## config.mk

```make
export PLATFORM = sky130hd
export DESIGN_NAME = tcc_continue_ctrl
export DESIGN_NICKNAME = d
export VERILOG_FILES = /design/src/design/tcc_pkg.sv /design/src/design/tcc_flag_if.sv /design/src/design/tcc_continue_ctrl.sv /design/src/design/tcc_flag_bank.sv
export SDC_FILE = /design/constraint.sdc
export NUM_CORES = 1
export LEC_CHECK = 0
export ABC_AREA = 1
export BUFFER_PORTS_ARGS = -buffer_cell sky130_fd_sc_hd__buf_2
export CAP_MARGIN = 10
export CORE_MARGIN = 5
export CORE_UTILIZATION = 42
export DETAILED_ROUTE_END_ITERATION = 16
export HOLD_SLACK_MARGIN = 0.03
export PLACE_DENSITY_LB_ADDON = 0.15
export SYNTH_ARGS = -nofsm -noshare
export SYNTH_HDL_FRONTEND = slang
export SYNTH_SLANG_ARGS = --single-unit
```

## constraint.sdc

```tcl
create_clock -name i_clock -period 1.41 [get_ports i_clock]
set_clock_uncertainty 0.05 [all_clocks]
set_input_delay 0.282 -clock i_clock [delete_from_list [all_inputs] [get_ports i_clock]]
set_output_delay 0.282 -clock i_clock [all_outputs]
set_load 0.01 [all_outputs]
```

## src/design/tcc_pkg.sv

```systemverilog
// Package of constants and types for the tape continue control block
package tcc_pkg;
   localparam logic RESET_FLAG_VALUE = 1'b0;
   localparam int FLAG_COUNT = 4;
   localparam int FLAG_CONTINUE = 0;
   localparam int FLAG_BEYOND_GAP = 1;
   localparam int FLAG_CHECK = 2;
   localparam int FLAG_ERROR = 3;

   typedef enum logic [1:0] {
      TCC_IDLE,
      TCC_READ,
      TCC_CHECK_READ,
      TCC_WRITE
   } tcc_op_type;
endpackage : tcc_pkg

```

## src/design/tcc_flag_if.sv

```systemverilog
// Interface carrying flag set and clear requests to the flag bank
`timescale 1ns/1ns
interface tcc_flag_if;
   import tcc_pkg::*;
   logic [FLAG_COUNT-1:0] set;
   logic [FLAG_COUNT-1:0] clr;
   logic [FLAG_COUNT-1:0] q;
   modport ctrl (output set, output clr, input q);
   modport bank (input set, input clr, output q);
endinterface : tcc_flag_if

```

## src/design/tcc_continue_ctrl.sv

```systemverilog
// Continue control: decides per ten-word group whether an operation goes on
// How it works
// - continue set by either instruction, cleared at group start
// - beyond-gap flag set only by beyond-gap instruction
// - native read: beyond-gap only during last blockette
// - beyond-gap cleared at write gap or non-terminal read gap
// - read group end without continue sets check-read
// - group end also sets continue-check, clears beyond-gap
// - instruction with continue-check set raises error
// - beyond-gap flag inhibits read ending logic
// - continue flag blocks check-read and continue-check gate
// - read terminates at group only before a gap
// - read error clears both continue flags
// - started check-read runs to block end
// - check-read error clears flags, ends at block
// - write without continue sets check after ninth word
// - continue-check alerts write ending after tenth word
// - no continue stops memory request after tenth fetch
// - late instruction in write gives continue-check error
// - early beyond-gap in write inserts gap after tenth
// - write error clears flags; tenth-word error ends later
// - continue-check error sets shared error and indicator
`timescale 1ns/1ns
module tcc_continue_ctrl
   import tcc_pkg::*;
(
   input wire logic i_clock,
   input wire logic i_rst_b,
   input wire logic i_enable,
   input wire logic i_op_start,
   input wire logic i_op_read,
   input wire logic i_op_check_read,
   input wire logic i_op_write,
   input wire logic i_op_end,
   input wire logic i_native_format,
   input wire logic i_continue_instr,
   input wire logic i_continue_beyond_gap_instr,
   input wire logic i_group_first_digit,
   input wire logic i_last_blockette_signal,
   input wire logic i_write_gap_start_signal,
   input wire logic i_read_gap_detect_signal,
   input wire logic i_terminal_gap,
   input wire logic i_gap_follows_group,
   input wire logic i_group_end_no_continue_signal,
   input wire logic i_block_end,
   input wire logic i_write_ninth_word_done,
   input wire logic i_write_tenth_fetched,
   input wire logic i_error_event,
   input wire logic i_error_clear,
   output logic o_continue,
   output logic o_continue_beyond_gap,
   output logic o_continue_check,
   output logic o_read_write_error,
   output logic o_continue_check_error,
   output logic o_diag_indicator_5,
   output logic o_check_read,
   output logic o_read_end_inhibit,
   output logic o_read_end_at_block,
   output logic o_write_end_alert,
   output logic o_write_gap_alert,
   output logic o_mem_request_block
);
   tcc_flag_if flags ();

   // Sets win over clears unless the terms below force them off
   tcc_flag_bank u_flag_bank (
      .i_clock(i_clock),
      .i_rst_b(i_rst_b),
      .i_enable(i_enable),
      .flags(flags)
   );

   ////////////////////////////////////////////////////////////////////////////
   // Operation state
   tcc_op_type op_q;
   tcc_op_type op_d;
   logic check_read_q;
   logic check_read_d;
   logic diag_q;
   logic diag_d;
   logic cce_q;
   logic cce_d;
   logic tenth_err_q;
   logic tenth_err_d;

   logic cont;
   logic gap;
   logic check;
   logic err;
   logic any_instr;
   logic in_read;
   logic beyond_allowed;
   logic group_gate;
   logic cc_error;
   // Decoded terms, one per set or clear cause
   logic is_idle;
   logic is_read;
   logic is_check_read;
   logic is_write;
   logic instr_ok;
   logic set_cont;
   logic set_gap;
   logic clr_cont_group;
   logic clr_gap_write;
   logic clr_gap_read;
   logic clr_gap_check;
   logic set_check_read;
   logic set_check_write;
   logic set_err;
   logic read_err_group;
   logic write_tenth_err;

   assign cont = flags.q[FLAG_CONTINUE];
   assign gap = flags.q[FLAG_BEYOND_GAP];
   assign check = flags.q[FLAG_CHECK];
   assign err = flags.q[FLAG_ERROR];
   assign any_instr = i_continue_instr | i_continue_beyond_gap_instr;
   assign is_idle = (op_q == TCC_IDLE);
   assign is_read = (op_q == TCC_READ);
   assign is_check_read = (op_q == TCC_CHECK_READ);
   assign is_write = (op_q == TCC_WRITE);
   assign in_read = is_read | is_check_read;

   ////////////////////////////////////////////////////////////////////////////
   // Decoded set and clear conditions
   // An instruction while idle or after continue-check is refused
   assign cc_error = any_instr & (is_idle | check);
   // Refused instructions set neither continue flag
   assign instr_ok = !cc_error & !err;
   assign beyond_allowed = !(in_read & i_native_format) | i_last_blockette_signal;
   assign set_cont = any_instr & instr_ok;
   assign set_gap = i_continue_beyond_gap_instr & instr_ok & beyond_allowed;
   assign clr_cont_group = i_group_first_digit;
   assign clr_gap_write = is_write & i_write_gap_start_signal;
   assign clr_gap_read = in_read & i_read_gap_detect_signal & !i_terminal_gap;
   assign clr_gap_check = check;
   // Only a plain read turns its tail into a check-read
   assign group_gate = is_read & i_group_end_no_continue_signal & !cont;
   // In the first error cycle the continue flag may still stand
   assign read_err_group = err & is_read & i_group_end_no_continue_signal;
   assign set_check_read = group_gate;
   assign set_check_write = is_write & i_write_ninth_word_done & !cont;
   assign set_err = cc_error | (i_error_event & !is_idle);
   assign write_tenth_err = is_write & i_error_event & i_write_ninth_word_done;

   ////////////////////////////////////////////////////////////////////////////
   // Flag set and clear terms
   always_comb begin
      flags.set = '0;
      flags.clr = '0;
      if (set_cont) begin
         flags.set[FLAG_CONTINUE] = 1'b1;
      end
      if (set_gap) begin
         flags.set[FLAG_BEYOND_GAP] = 1'b1;
      end
      if (clr_cont_group) begin
         flags.clr[FLAG_CONTINUE] = 1'b1;
      end
      if (clr_gap_write) begin
         flags.clr[FLAG_BEYOND_GAP] = 1'b1;
      end
      if (clr_gap_read) begin
         flags.clr[FLAG_BEYOND_GAP] = 1'b1;
      end
      if (set_check_read) begin
         flags.set[FLAG_CHECK] = 1'b1;
      end
      if (set_check_write) begin
         flags.set[FLAG_CHECK] = 1'b1;
      end
      if (clr_gap_check) begin
         flags.clr[FLAG_BEYOND_GAP] = 1'b1;
      end
      if (set_err) begin
         flags.set[FLAG_ERROR] = 1'b1;
      end
      // A standing error keeps both continue flags down
      if (err) begin
         flags.clr[FLAG_CONTINUE] = 1'b1;
         flags.clr[FLAG_BEYOND_GAP] = 1'b1;
         flags.set[FLAG_CONTINUE] = 1'b0;
         flags.set[FLAG_BEYOND_GAP] = 1'b0;
      end
      if (i_error_clear) begin
         flags.clr[FLAG_ERROR] = 1'b1;
      end
      // A new operation overrides every set but the error set made in the same cycle
      if (i_op_start) begin
         flags.set[FLAG_CONTINUE] = 1'b0;
         flags.set[FLAG_BEYOND_GAP] = 1'b0;
         flags.set[FLAG_CHECK] = 1'b0;
         flags.clr[FLAG_CONTINUE] = 1'b1;
         flags.clr[FLAG_BEYOND_GAP] = 1'b1;
         flags.clr[FLAG_CHECK] = 1'b1;
      end
   end

   ////////////////////////////////////////////////////////////////////////////
   // Operation tracking
   always_comb begin
      op_d = op_q;
      check_read_d = check_read_q;
      tenth_err_d = tenth_err_q;
      if (group_gate | read_err_group) begin
         check_read_d = 1'b1;
      end
      if (is_write & i_group_first_digit) begin
         tenth_err_d = 1'b0;
      end
      // An error in the tenth word postpones the end by one group
      if (write_tenth_err) begin
         tenth_err_d = 1'b1;
      end
      if (i_op_end) begin
         op_d = TCC_IDLE;
         check_read_d = 1'b0;
         tenth_err_d = 1'b0;
      end
      if (i_op_start) begin
         check_read_d = i_op_check_read;
         tenth_err_d = 1'b0;
         case ({i_op_write, i_op_check_read, i_op_read})
            3'h1: begin
               op_d = TCC_READ;
            end
            3'h2: begin
               op_d = TCC_CHECK_READ;
            end
            3'h4: begin
               op_d = TCC_WRITE;
            end
            default: begin
               op_d = TCC_IDLE;
            end
         endcase
      end
   end

   always_ff @(posedge i_clock or negedge i_rst_b) begin
      if (!i_rst_b) begin
         op_q <= TCC_IDLE;
         check_read_q <= 1'b0;
         tenth_err_q <= 1'b0;
      end else if (i_enable) begin
         op_q <= op_d;
         check_read_q <= check_read_d;
         tenth_err_q <= tenth_err_d;
      end
   end

   ////////////////////////////////////////////////////////////////////////////
   // Error report: one-cycle error pulse and sticky indicator
   always_comb begin
      diag_d = diag_q;
      cce_d = cc_error;
      if (i_error_clear) begin
         diag_d = 1'b0;
      end
      // A bad instruction in the clearing cycle still leaves its mark
      if (cc_error) begin
         diag_d = 1'b1;
      end
   end

   always_ff @(posedge i_clock or negedge i_rst_b) begin
      if (!i_rst_b) begin
         diag_q <= 1'b0;
         cce_q <= 1'b0;
      end else if (i_enable) begin
         diag_q <= diag_d;
         cce_q <= cce_d;
      end
   end

   ////////////////////////////////////////////////////////////////////////////
   // Outputs to read, write and buffer logic
   assign o_continue = cont;
   assign o_continue_beyond_gap = gap;
   assign o_continue_check = check;
   assign o_read_write_error = err;
   assign o_continue_check_error = cce_q;
   assign o_diag_indicator_5 = diag_q;
   assign o_check_read = check_read_q;
   logic read_end_inhibit;
   logic read_end_at_block;
   logic write_end_alert;
   logic write_gap_alert;
   logic mem_request_block;

   // Alerts stay combinational so the far side sees them in the same cycle
   assign read_end_inhibit = in_read & gap;
   // Ending only at a group that is followed by a gap
   assign read_end_at_block = in_read & !gap & i_gap_follows_group
      & (check_read_q | check);
   assign write_end_alert = is_write & check & !tenth_err_q;
   assign write_gap_alert = is_write & gap;
   assign mem_request_block = is_write & !cont & i_write_tenth_fetched;
   assign o_read_end_inhibit = read_end_inhibit;
   assign o_read_end_at_block = read_end_at_block;
   assign o_write_end_alert = write_end_alert;
   assign o_write_gap_alert = write_gap_alert;
   assign o_mem_request_block = mem_request_block;
endmodule : tcc_continue_ctrl

```

## src/design/tcc_flag_bank.sv

```systemverilog
// Bank of sticky flags where a set wins over a simultaneous clear
`timescale 1ns/1ns
module tcc_flag_bank
   import tcc_pkg::*;
(
   input wire logic i_clock,
   input wire logic i_rst_b,
   input wire logic i_enable,
   tcc_flag_if.bank flags
);
   logic [FLAG_COUNT-1:0] flag_q;
   logic [FLAG_COUNT-1:0] flag_d;

   genvar g;
   generate
      for (g = 0; g < FLAG_COUNT; g++) begin : g_flag
         always_comb begin
            flag_d[g] = flag_q[g];
            if (flags.clr[g]) begin
               flag_d[g] = 1'b0;
            end
            if (flags.set[g]) begin
               flag_d[g] = 1'b1;
            end
         end
      end
   endgenerate

   always_ff @(posedge i_clock or negedge i_rst_b) begin
      if (!i_rst_b) begin
         flag_q <= {FLAG_COUNT{RESET_FLAG_VALUE}};
      end else if (i_enable) begin
         flag_q <= flag_d;
      end
   end

   assign flags.q = flag_q;
endmodule : tcc_flag_bank

```

-- Word-level counts from Yosys, hierarchy flattened
Cells that the tools add are included.
- word-level logic and storage cells: 109
- output and inout bits: 12
- bits of input ports: 23
- register bits: 10
- reductions and logical operators: 25
- bitwise gates (word level): 35
- equality and inequality tests: 6
- muxes and demuxes: 34
- operators by type and width (kind ; count):
    $and A1 B1 Y1 ; 28
    $mux W1 ; 27
    $reduce_and A2 Y1 ; 8
    $reduce_bool A2 Y1 ; 6
    $logic_not A1 Y1 ; 8
    $mux W2 ; 4
    $or A1 B1 Y1 ; 7
    $mux W3 ; 2
    $pmux W2 S3 ; 1
    $eq A2 B2 Y1 const B ; 2
    $reduce_bool A4 Y1 ; 1
    $eq A3 B1 Y1 const B ; 1
    $eq A3 B2 Y1 const B ; 1
    $eq A3 B3 Y1 const B ; 1
    $reduce_bool A3 Y1 ; 1
    $eq A2 B1 Y1 const B ; 1
    $logic_not A2 Y1 ; 1

-- Depth between registers and ports, before layout
Gate-level depths: netlist of the first run.
- depth in word-level cells: 12
- depth in mapped cells: 8

-- Cells and area by module
A second synthesis of the first run with hierarchy kept.
- cell total of the unflattened synthesis: 98
- area, all modules: 659.4 um^2
- by module, submodules not included (module ; times used ; cells an instance ; area an instance (um^2) ; sequential area each (um^2)):
    tcc_continue_ctrl ; 1 ; 77 ; 494.2 ; 150.1
    tcc_flag_bank ; 1 ; 21 ; 165.2 ; 100.1

-- Least setup slack after synthesis of the first run
Ideal clock, no wire load.
- path kind: register to output
- from: reg op_q[0]
- to: out o_read_end_at_block
- data required time: 1078 ps
- data arrival time: 1089 ps
- cell stages (with the launch flop): 5
- slack: -11 ps
- cell sequence: dfrtp_1 -> inv_1 -> ha_1 -> nand2_1 -> a211oi_1
- cells in the longest elaborated chain, start to end: 5
- RTL lines (element ; RTL line ; source):
    from (decl) ; tcc_continue_ctrl.sv:75 ; tcc_op_type op_q;
    from (signal assigned) ; tcc_continue_ctrl.sv:246 ; op_q <= op_d;
    $eq A2 B1 Y1 or $eq A2 B2 Y1 (tied branches) ; tcc_continue_ctrl.sv:119, tcc_continue_ctrl.sv:120 ;
    $or A1 B1 Y1 * ; tcc_continue_ctrl.sv:122 ; assign in_read = is_read | is_check_read;
    $and A1 B1 Y1 * (2 in a row) ; tcc_continue_ctrl.sv:294 ; assign read_end_at_block = in_read & !gap & i_gap_follows_group
    $and A1 B1 Y1 * ; tcc_continue_ctrl.sv:295 ; & (check_read_q | check);
    to (decl) ; tcc_continue_ctrl.sv:58 ; output logic o_read_end_at_block,
Mark *: on every way between the ends. The rest lies on a longest branch, timed or not.

-- Worst setup path in the final report of the first run
- from: reg op_q[1]
- to: out o_read_end_at_block
The elaborated chain is that of the path after synthesis.

==> insert_results.sql, run 1 <==
INSERT INTO impl_metrics (metric_group, metric, value, unit) VALUES
('layout', 'layout.cells.most_common_list', 'sky130_fd_sc_hd__buf_2 (32), sky130_fd_sc_hd__nand2_1 (30), sky130_fd_sc_hd__inv_1 (9), sky130_fd_sc_hd__nor2_1 (9), sky130_fd_sc_hd__dfrtp_1 (9)', ''),
('layout', 'fillerInstances', '139', ''),
('clocking', 'worstSkewPairLatency', '0.26', 'ns'),
('min_path', 'min_path_cells', '2', ''),
('die', 'initial_utilization', '43.36', '%'),
('sta', 'unrepaired_setup_endpoints_after_global_routing', 'true', ''),
('layout', 'share_of_layout_cells_above_drive_strength_1', '42.86', '%'),
('layout', 'fin_cells', '149', ''),
('clocking', 'clk_root_buffer_cell', 'sky130_fd_sc_hd__clkbuf_4', ''),
('route', 'dr_total_vias', '708', ''),
('pwr', 'p_total', '0.7794', 'mW'),
('route', 'totalWireLength', '1.692', 'mm'),
('logic_synthesis', 'synthesis.area', '645.6', 'um^2'),
('clocking', 'clkTransAtPathRegs', '0.07', 'ns'),
('sta', 'post-route-worst-setup-slack', '-0.2362', 'ns'),
('layout', 'layout-area-overhead-vs-synth', '47.29', '%'),
('pwr', 'leakagePower', '0.5477', 'nW'),
('grt', 'total_track_usage', '14.58', '%'),
('critical_path', 'worst_setup_path_end_kind', 'output pin', ''),
('critical_path', 'path_class', 'reg -> out', ''),
('min_path', 'min-delay-path-class', 'in -> reg', ''),
('place', 'post-dp-hpwl', '1.348', 'mm'),
('layout', 'fin_nets', '161', ''),
('layout', 'area.sequential', '251.5', 'um^2'),
('critical_path', 'critical_path_required', '1.08', 'ns'),
('logic_synthesis', 'number_of_distinct_library_cell_variants_in_the_gate_level_netlist_after_synthesis', '19', ''),
('place', 'placed_cells_incl_taps', '141', ''),
('place', 'place.port_buffers', '33', ''),
('place', 'dp_worst_setup_slack', '-0.005397', 'ns'),
('pwr', 'internal-power', '0.5318', 'mW'),
('die', 'floorplan.io_pins', '35', ''),
('die', 'fp-row-count', '14', ''),
('clocking', 'cts_num_sinks', '10', ''),
('sta', 'final-hold-violation-count', '0', ''),
('grt', 'gr-total-overflow', '0', ''),
('layout', 'multi_input_comb_area', '369.1', 'um^2'),
('logic_synthesis', 'synth_warnings', '0', ''),
('pwr', 'comb_power_share', '31.3', '%'),
('pwr', 'powerDensity', '819.7', 'nW/um^2'),
('sta', 'final.hold.worst_slack', '0.1967', 'ns'),
('die', 'floorplan.die.width', '49.21', 'um'),
('job', 'cap_viol_max_count', '0', ''),
('clocking', 'cts_tree', 'yes', ''),
('logic_synthesis', 'synth_fp_nets', '116', ''),
('critical_path', 'setup.worst_path.end', 'o_read_end_at_block', ''),
('sta', 'tightest_slew', '0.2520', 'ns'),
('route', 'number_of_design_rule_violations_left_by_the_first_detailed_router_iteration', '10', ''),
('outcome', 'status', 'finished, violations left', ''),
('route', 'drcViolationCount', '0', ''),
('logic_synthesis', 'ys_seq_elements', '10', ''),
('grt', 'grt_start_max_net_pins', '11', ''),
('sta', 'fmax', '607.5', 'MHz'),
('sta', 'slew_headroom', '83.20', '%'),
('grt', 'grt_antenna_before_repair', '0', ''),
('route', 'avgViaCountPerCell', '4.752', ''),
('die', 'core-area', '1489', 'um^2'),
('logic_synthesis', 'synth_cells', '90', ''),
('layout', 'insertedDiodeCount', '0', ''),
('outcome', 'violations', 'negative setup slack', ''),
('route', 'ant_nets', '0', ''),
('die', 'fp.dieH', '49.21', 'um'),
('die', 'design.die.area', '2421', 'um^2'),
('critical_path', 'critical_path.reg2reg.endpoint', 'u_flag_bank.flags.q[1]', ''),
('critical_path', 'arrival_time_at_the_worst_endpoint', '1.31', 'ns'),
('critical_path', 'ff2ff_setup_slack', '-0.10', 'ns'),
('sta', 'final_max_slew_viol_count', '0', ''),
('logic_synthesis', 'synth_sequential_area_ratio', '38.76', '%'),
('grt', 'first_global_vias', '660', ''),
('pwr', 'vdd_ir_max', '502.6', 'uV'),
('pwr', 'switching_share', '31.77', '%'),
('sta', 'setup_viol', '6', '');
## power by group through the flow
| stage | Combinational, mW | Clock (mW) | Sequential, mW |
|---|---|---|---|
| floorplan | 0.0978 | 0 | 0.353 |
| global placement | 0.204 | 0 | 0.342 |
| detailed placement | 0.209 | 0 | 0.344 |
| CTS | 0.228 | 0.194 | 0.339 |
| global route | 0.275 | 0.217 | 0.346 |
| finish | 0.244 | 0.194 | 0.341 |
## synth_stat cells (all sizes together)
master	number	area share [%]
inv	12	7.8
ha	3	5.8
nor2	11	7.2
buf	1	1.7
o211ai	1	1.2
a211oi	1	1.2
nor3	1	0.77
nand2	34	21
o21ai	3	2.3
dfrtp	10	39
nand3	5	3.9
o22ai	1	1.9
o21bai	1	1.2
xor2	2	2.7
a21oi	4	3.1
## metrics by stage
step | setup TNS [ns] | area, um^2 | util, %
after floorplan | 0 | 650.6 | -
after global routing | -1.422 | 950.9 | 63.87
after CTS | -0.9147 | 902.1 | 60.59
after detailed placement | -0.005397 | 847.1 | 56.89
final | -0.9438 | 950.9 | 63.87
after global placement | 0 | 847.1 | 56.89
## cell type report
type / instances / area share [%]
Multi-Input combinational cell: 67 / 38.82
Sequential cell: 10 / 26.45
Timing Repair Buffer: 41 / 25.00
Inverter: 12 / 5.263
Clock buffer: 3 / 2.368
Tap cell: 16 / 2.105
## timing repair
action / CTS / global route
resized for setup: 4 / 6
endpoints found under the setup margin: 5 / 6
endpoints found under the hold margin: 10 / 0
setup buffers: 1 / 3
pin swaps: 1 / 2
gates cloned: 0 / 0
hold buffers: 1 / 0
## logic make-up after synthesis
logic type               count (synthesis)  synth area share, %
AO/OA/AOI/OAI                           11                10.85
XOR/XNOR                                 2                2.714
adder cells (fa/ha/maj)                  3                5.815
buffers and inverters                   13                9.496
flip-flops                              10                38.76
AND/OR/NAND/NOR                         51                32.36
## critical path, cell delays in order, from the launching register on
cell and delay, ns:
sky130_fd_sc_hd__dfrtp_1 0.40, sky130_fd_sc_hd__inv_2 0.07, sky130_fd_sc_hd__ha_4 0.27, sky130_fd_sc_hd__nand2_2 0.04, sky130_fd_sc_hd__a211oi_2 0.12, sky130_fd_sc_hd__buf_2 0.15
## flip-flops by register name, summed over array words and instances, names as in the netlist
name                    cells
u_flag_bank.flags.q         4
o_continue_check_error      1
op_q                        2
tenth_err_q                 1
o_diag_indicator_5          1
o_check_read                1
## how the worst min path moves through the flow
stage | startpoint | end | slack [ns]
floorplan | i_rst_b | o_check_read | -0.06
global placement | i_rst_b | op_q[1] | 0.11
detailed placement | i_rst_b | op_q[1] | 0.11
CTS | i_op_check_read | op_q[0] | 0.20
global route | i_op_check_read | op_q[0] | 0.21
finish | i_op_check_read | op_q[0] | 0.20
## per-layer routing
layer | track usage [%] | share of wire [%] | vias to the layer above
li1 | - | - | 369
met1 | 18.95 | 43 | 307
met2 | 23.61 | 47 | 30
met3 | 3.670 | 9.6 | 2
met4 | 4.036 | 0.41 | 0
met5 | 0 | 0 | -
Note: power is estimated with default switching activity, not from simulation.
==> run 2: changes to the inputs <==
--- a/config.mk
+++ b/config.mk
@@ -6,11 +6,11 @@
 export NUM_CORES = 1
 export LEC_CHECK = 0
 export ABC_AREA = 1
-export BUFFER_PORTS_ARGS = -buffer_cell sky130_fd_sc_hd__buf_2
 export CAP_MARGIN = 10
-export CORE_MARGIN = 5
-export CORE_UTILIZATION = 42
+export CORE_AREA = 5 5 42 44
 export DETAILED_ROUTE_END_ITERATION = 16
+export DIE_AREA = 0 0 47 49
+export DONT_BUFFER_PORTS = 1
 export HOLD_SLACK_MARGIN = 0.03
 export PLACE_DENSITY_LB_ADDON = 0.15
 export SYNTH_ARGS = -nofsm -noshare
==> run 2 against run 1 <==
The flow still finishes with violations (negative setup slack). Global-route usage up 0.32 points. Final cell count decreased by 22%. Die area fell by 4.9%. Clock-buffer cell count is the same. Total power shrank 7.1%. Critical path type unchanged. Highest routed layer unchanged.
==> insert_results.sql, run 2 (synthesis results as in run 1) <==
INSERT INTO impl_metrics (metric_group, metric, value, unit) VALUES
('critical_path', 'critPathMaxFanout', '2', ''),
('sta', 'slew_headroom', '69.42', '%'),
('die', 'fp-row-count', '14', ''),
('route', 'avgViaCountPerCell', '5.198', ''),
('clocking', 'clk_root_buffer_cell', 'sky130_fd_sc_hd__clkbuf_4', ''),
('route', 'totalWireLength', '1.626', 'mm'),
('layout', 'fillerInstances', '147', ''),
('sta', 'tightest_slew', '0.4572', 'ns'),
('route', 'post_drt_wl_per_cell', '14.02', 'um'),
('layout', 'area.sequential', '250.2', 'um^2'),
('layout', 'fin_nets', '128', ''),
('sta', 'period_needed', '1.557', 'ns'),
('grt', 'gr-total-overflow', '0', ''),
('route', 'drcViolationCount', '0', ''),
('min_path', 'min-delay-path-class', 'in -> reg', ''),
('place', 'dp_worst_setup_slack', '0.02287', 'ns'),
('critical_path', 'critical_path_required', '1.08', 'ns'),
('grt', 'grt_antenna_before_repair', '0', ''),
('layout', 'layout.cells.most_common_list', 'sky130_fd_sc_hd__nand2_1 (26), sky130_fd_sc_hd__dfrtp_1 (10), sky130_fd_sc_hd__inv_1 (7), sky130_fd_sc_hd__nor2_1 (7)', ''),
('sta', 'setup_viol', '6', ''),
('pwr', 'leakagePower', '0.4230', 'nW'),
('job', 'cap_viol_max_count', '0', ''),
('die', 'initial_utilization', '46.07', '%'),
('layout', 'final_common_cell', 'sky130_fd_sc_hd__nand2_1', ''),
('critical_path', 'cell_count_of_the_worst_reg_to_reg_path', '10', ''),
('sta', 'final_max_slew_viol_count', '0', ''),
('route', 'ant_nets', '0', ''),
('critical_path', 'ff2ff_setup_slack', '-0.01', 'ns'),
('critical_path', 'path_class', 'reg -> out', ''),
('clocking', 'cts_htree_levels', '1', ''),
('grt', 'first_global_vias', '577', ''),
('route', 'number_of_design_rule_violations_left_by_the_first_detailed_router_iteration', '4', ''),
('layout', 'multi_input_comb_area', '422.9', 'um^2'),
('clocking', 'worstSkewPairLatency', '0.26', 'ns'),
('die', 'design.die.area', '2303', 'um^2'),
('clocking', 'cts_num_sinks', '10', ''),
('critical_path', 'r2r_start', 'op_q[0]', ''),
('die', 'fp.dieH', '49', 'um'),
('layout', 'layout-area-overhead-vs-synth', '28.88', '%'),
('clocking', 'clkTransAtPathRegs', '0.06', 'ns'),
('critical_path', 'start_kind', 'register', ''),
('pwr', 'powerDensity', '870.4', 'nW/um^2'),
('place', 'place.port_buffers', '0', ''),
('layout', 'insertedDiodeCount', '0', ''),
('outcome', 'status', 'finished, violations left', ''),
('min_path', 'min_delay_worst_endpoint', 'op_q[0]', ''),
('sta', 'unrepaired_setup_endpoints_after_global_routing', 'true', ''),
('die', 'floorplan.die.width', '47', 'um'),
('sta', 'final-hold-violation-count', '0', ''),
('clocking', 'numCtsBuffers', '3', ''),
('critical_path', 'worst_setup_path_end_kind', 'output pin', ''),
('critical_path', 'critical_path.reg2reg.endpoint', 'o_check_read', ''),
('die', 'core-area', '1401', 'um^2'),
('outcome', 'violations', 'negative setup slack', ''),
('layout', 'share_of_layout_cells_above_drive_strength_1', '34.00', '%'),
('min_path', 'min_path_cells', '1', ''),
('place', 'post-dp-hpwl', '1.231', 'mm'),
('critical_path', 'startpoint', 'op_q[0]', ''),
('min_path', 'hold_path_startpoint', 'i_op_check_read', ''),
('pwr', 'vdd_ir_max', '598.3', 'uV'),
('route', 'first_pass_iters', '2', ''),
('layout', 'fin_util', '59.38', '%'),
('die', 'floorplan.io_pins', '35', ''),
('grt', 'grt_start_max_net_pins', '11', ''),
('sta', 'fmax', '642.3', 'MHz'),
('route', 'dr_total_vias', '603', ''),
('clocking', 'cts_tree', 'yes', ''),
('clocking', 'clock_path_buffers', '2', ''),
('sta', 'post-route-worst-setup-slack', '-0.1469', 'ns'),
('grt', 'grt_first_pass_wirelength', '2.490', 'mm'),
('sta', 'post-route-period-util', '110.4', '%'),
('critical_path', 'arrival_time_at_the_worst_endpoint', '1.22', 'ns'),
('grt', 'total_track_usage', '14.90', '%'),
('layout', 'flip_flop_count_of_the_largest_register_after_layout', '4', ''),
('place', 'place_congestion', '0.7339', '');
run 2: where the power goes:
part	leakage, nW	switching (mW)	internal [mW]	total (mW)
sequential	0.128	0.0410	0.316	0.357
clock	0.0138	0.0942	0.0985	0.193
combinational	0.281	0.0960	0.0788	0.175
total	0.423	0.231	0.493	0.724
run 2: worst max path at each step:
stage / end / slack, ns / cells past startpoint
2_1_floorplan: o_read_end_at_block / 0.08 / 4
3_3_place_gp: o_read_end_at_block / 0.06 / 4
3_5_place_dp: o_read_end_at_block / 0.02 / 4
4_1_cts: o_read_end_at_block / -0.19 / 4
5_1_grt: o_read_end_at_block / -0.21 / 4
6_report: o_read_end_at_block / -0.15 / 4
run 2: repair_timing:
action | in CTS | in global routing
buffers inserted | 2 | 4
gates resized for setup | 10 | 14
hold buffers | 1 | 0
endpoints found under the hold margin | 10 | 0
endpoints found under the setup margin | 5 | 5
pin swaps | 2 | 6
run 2: area by class of cell:
class	count	share of cell area [%]
clock buffers	3	2.707
multi-input cells	67	50.83
well taps	16	2.406
flip-flops and latches	10	30.08
repair buffers	8	7.970
inverters	12	6.015
run 2: worst max-delay path, stage by stage (launching register included):
cell and delay [ns]:
sky130_fd_sc_hd__dfrtp_1 0.37, sky130_fd_sc_hd__inv_2 0.07, sky130_fd_sc_hd__ha_4 0.28, sky130_fd_sc_hd__nand2_4 0.05
sky130_fd_sc_hd__a211oi_4 0.20
run 2: metal layers:
layer,up-vias,part of all wire (%),global-route usage (%)
met2,14,54,24.66
met3,4,6.0,2.952
met4,0,1.7,6.912
met5,-,0,0
met1,283,38,17.57
li1,302,-,-
run 2: stage by stage:
stage	power (mW)	instances	setup TNS (ns)	area, um^2	hold WS (ns)
after floorplan	0.4504	90	0	650.6	-0.06359
after global placement	0.4742	106	0	666.9	-0.06330
after detailed placement	0.4781	106	0	666.9	-0.06327
after CTS	0.7032	112	-0.7364	749.5	0.06626
after global routing	0.7701	116	-1.207	832.0	0.05941
final	0.7243	116	-0.6983	832.0	0.06030
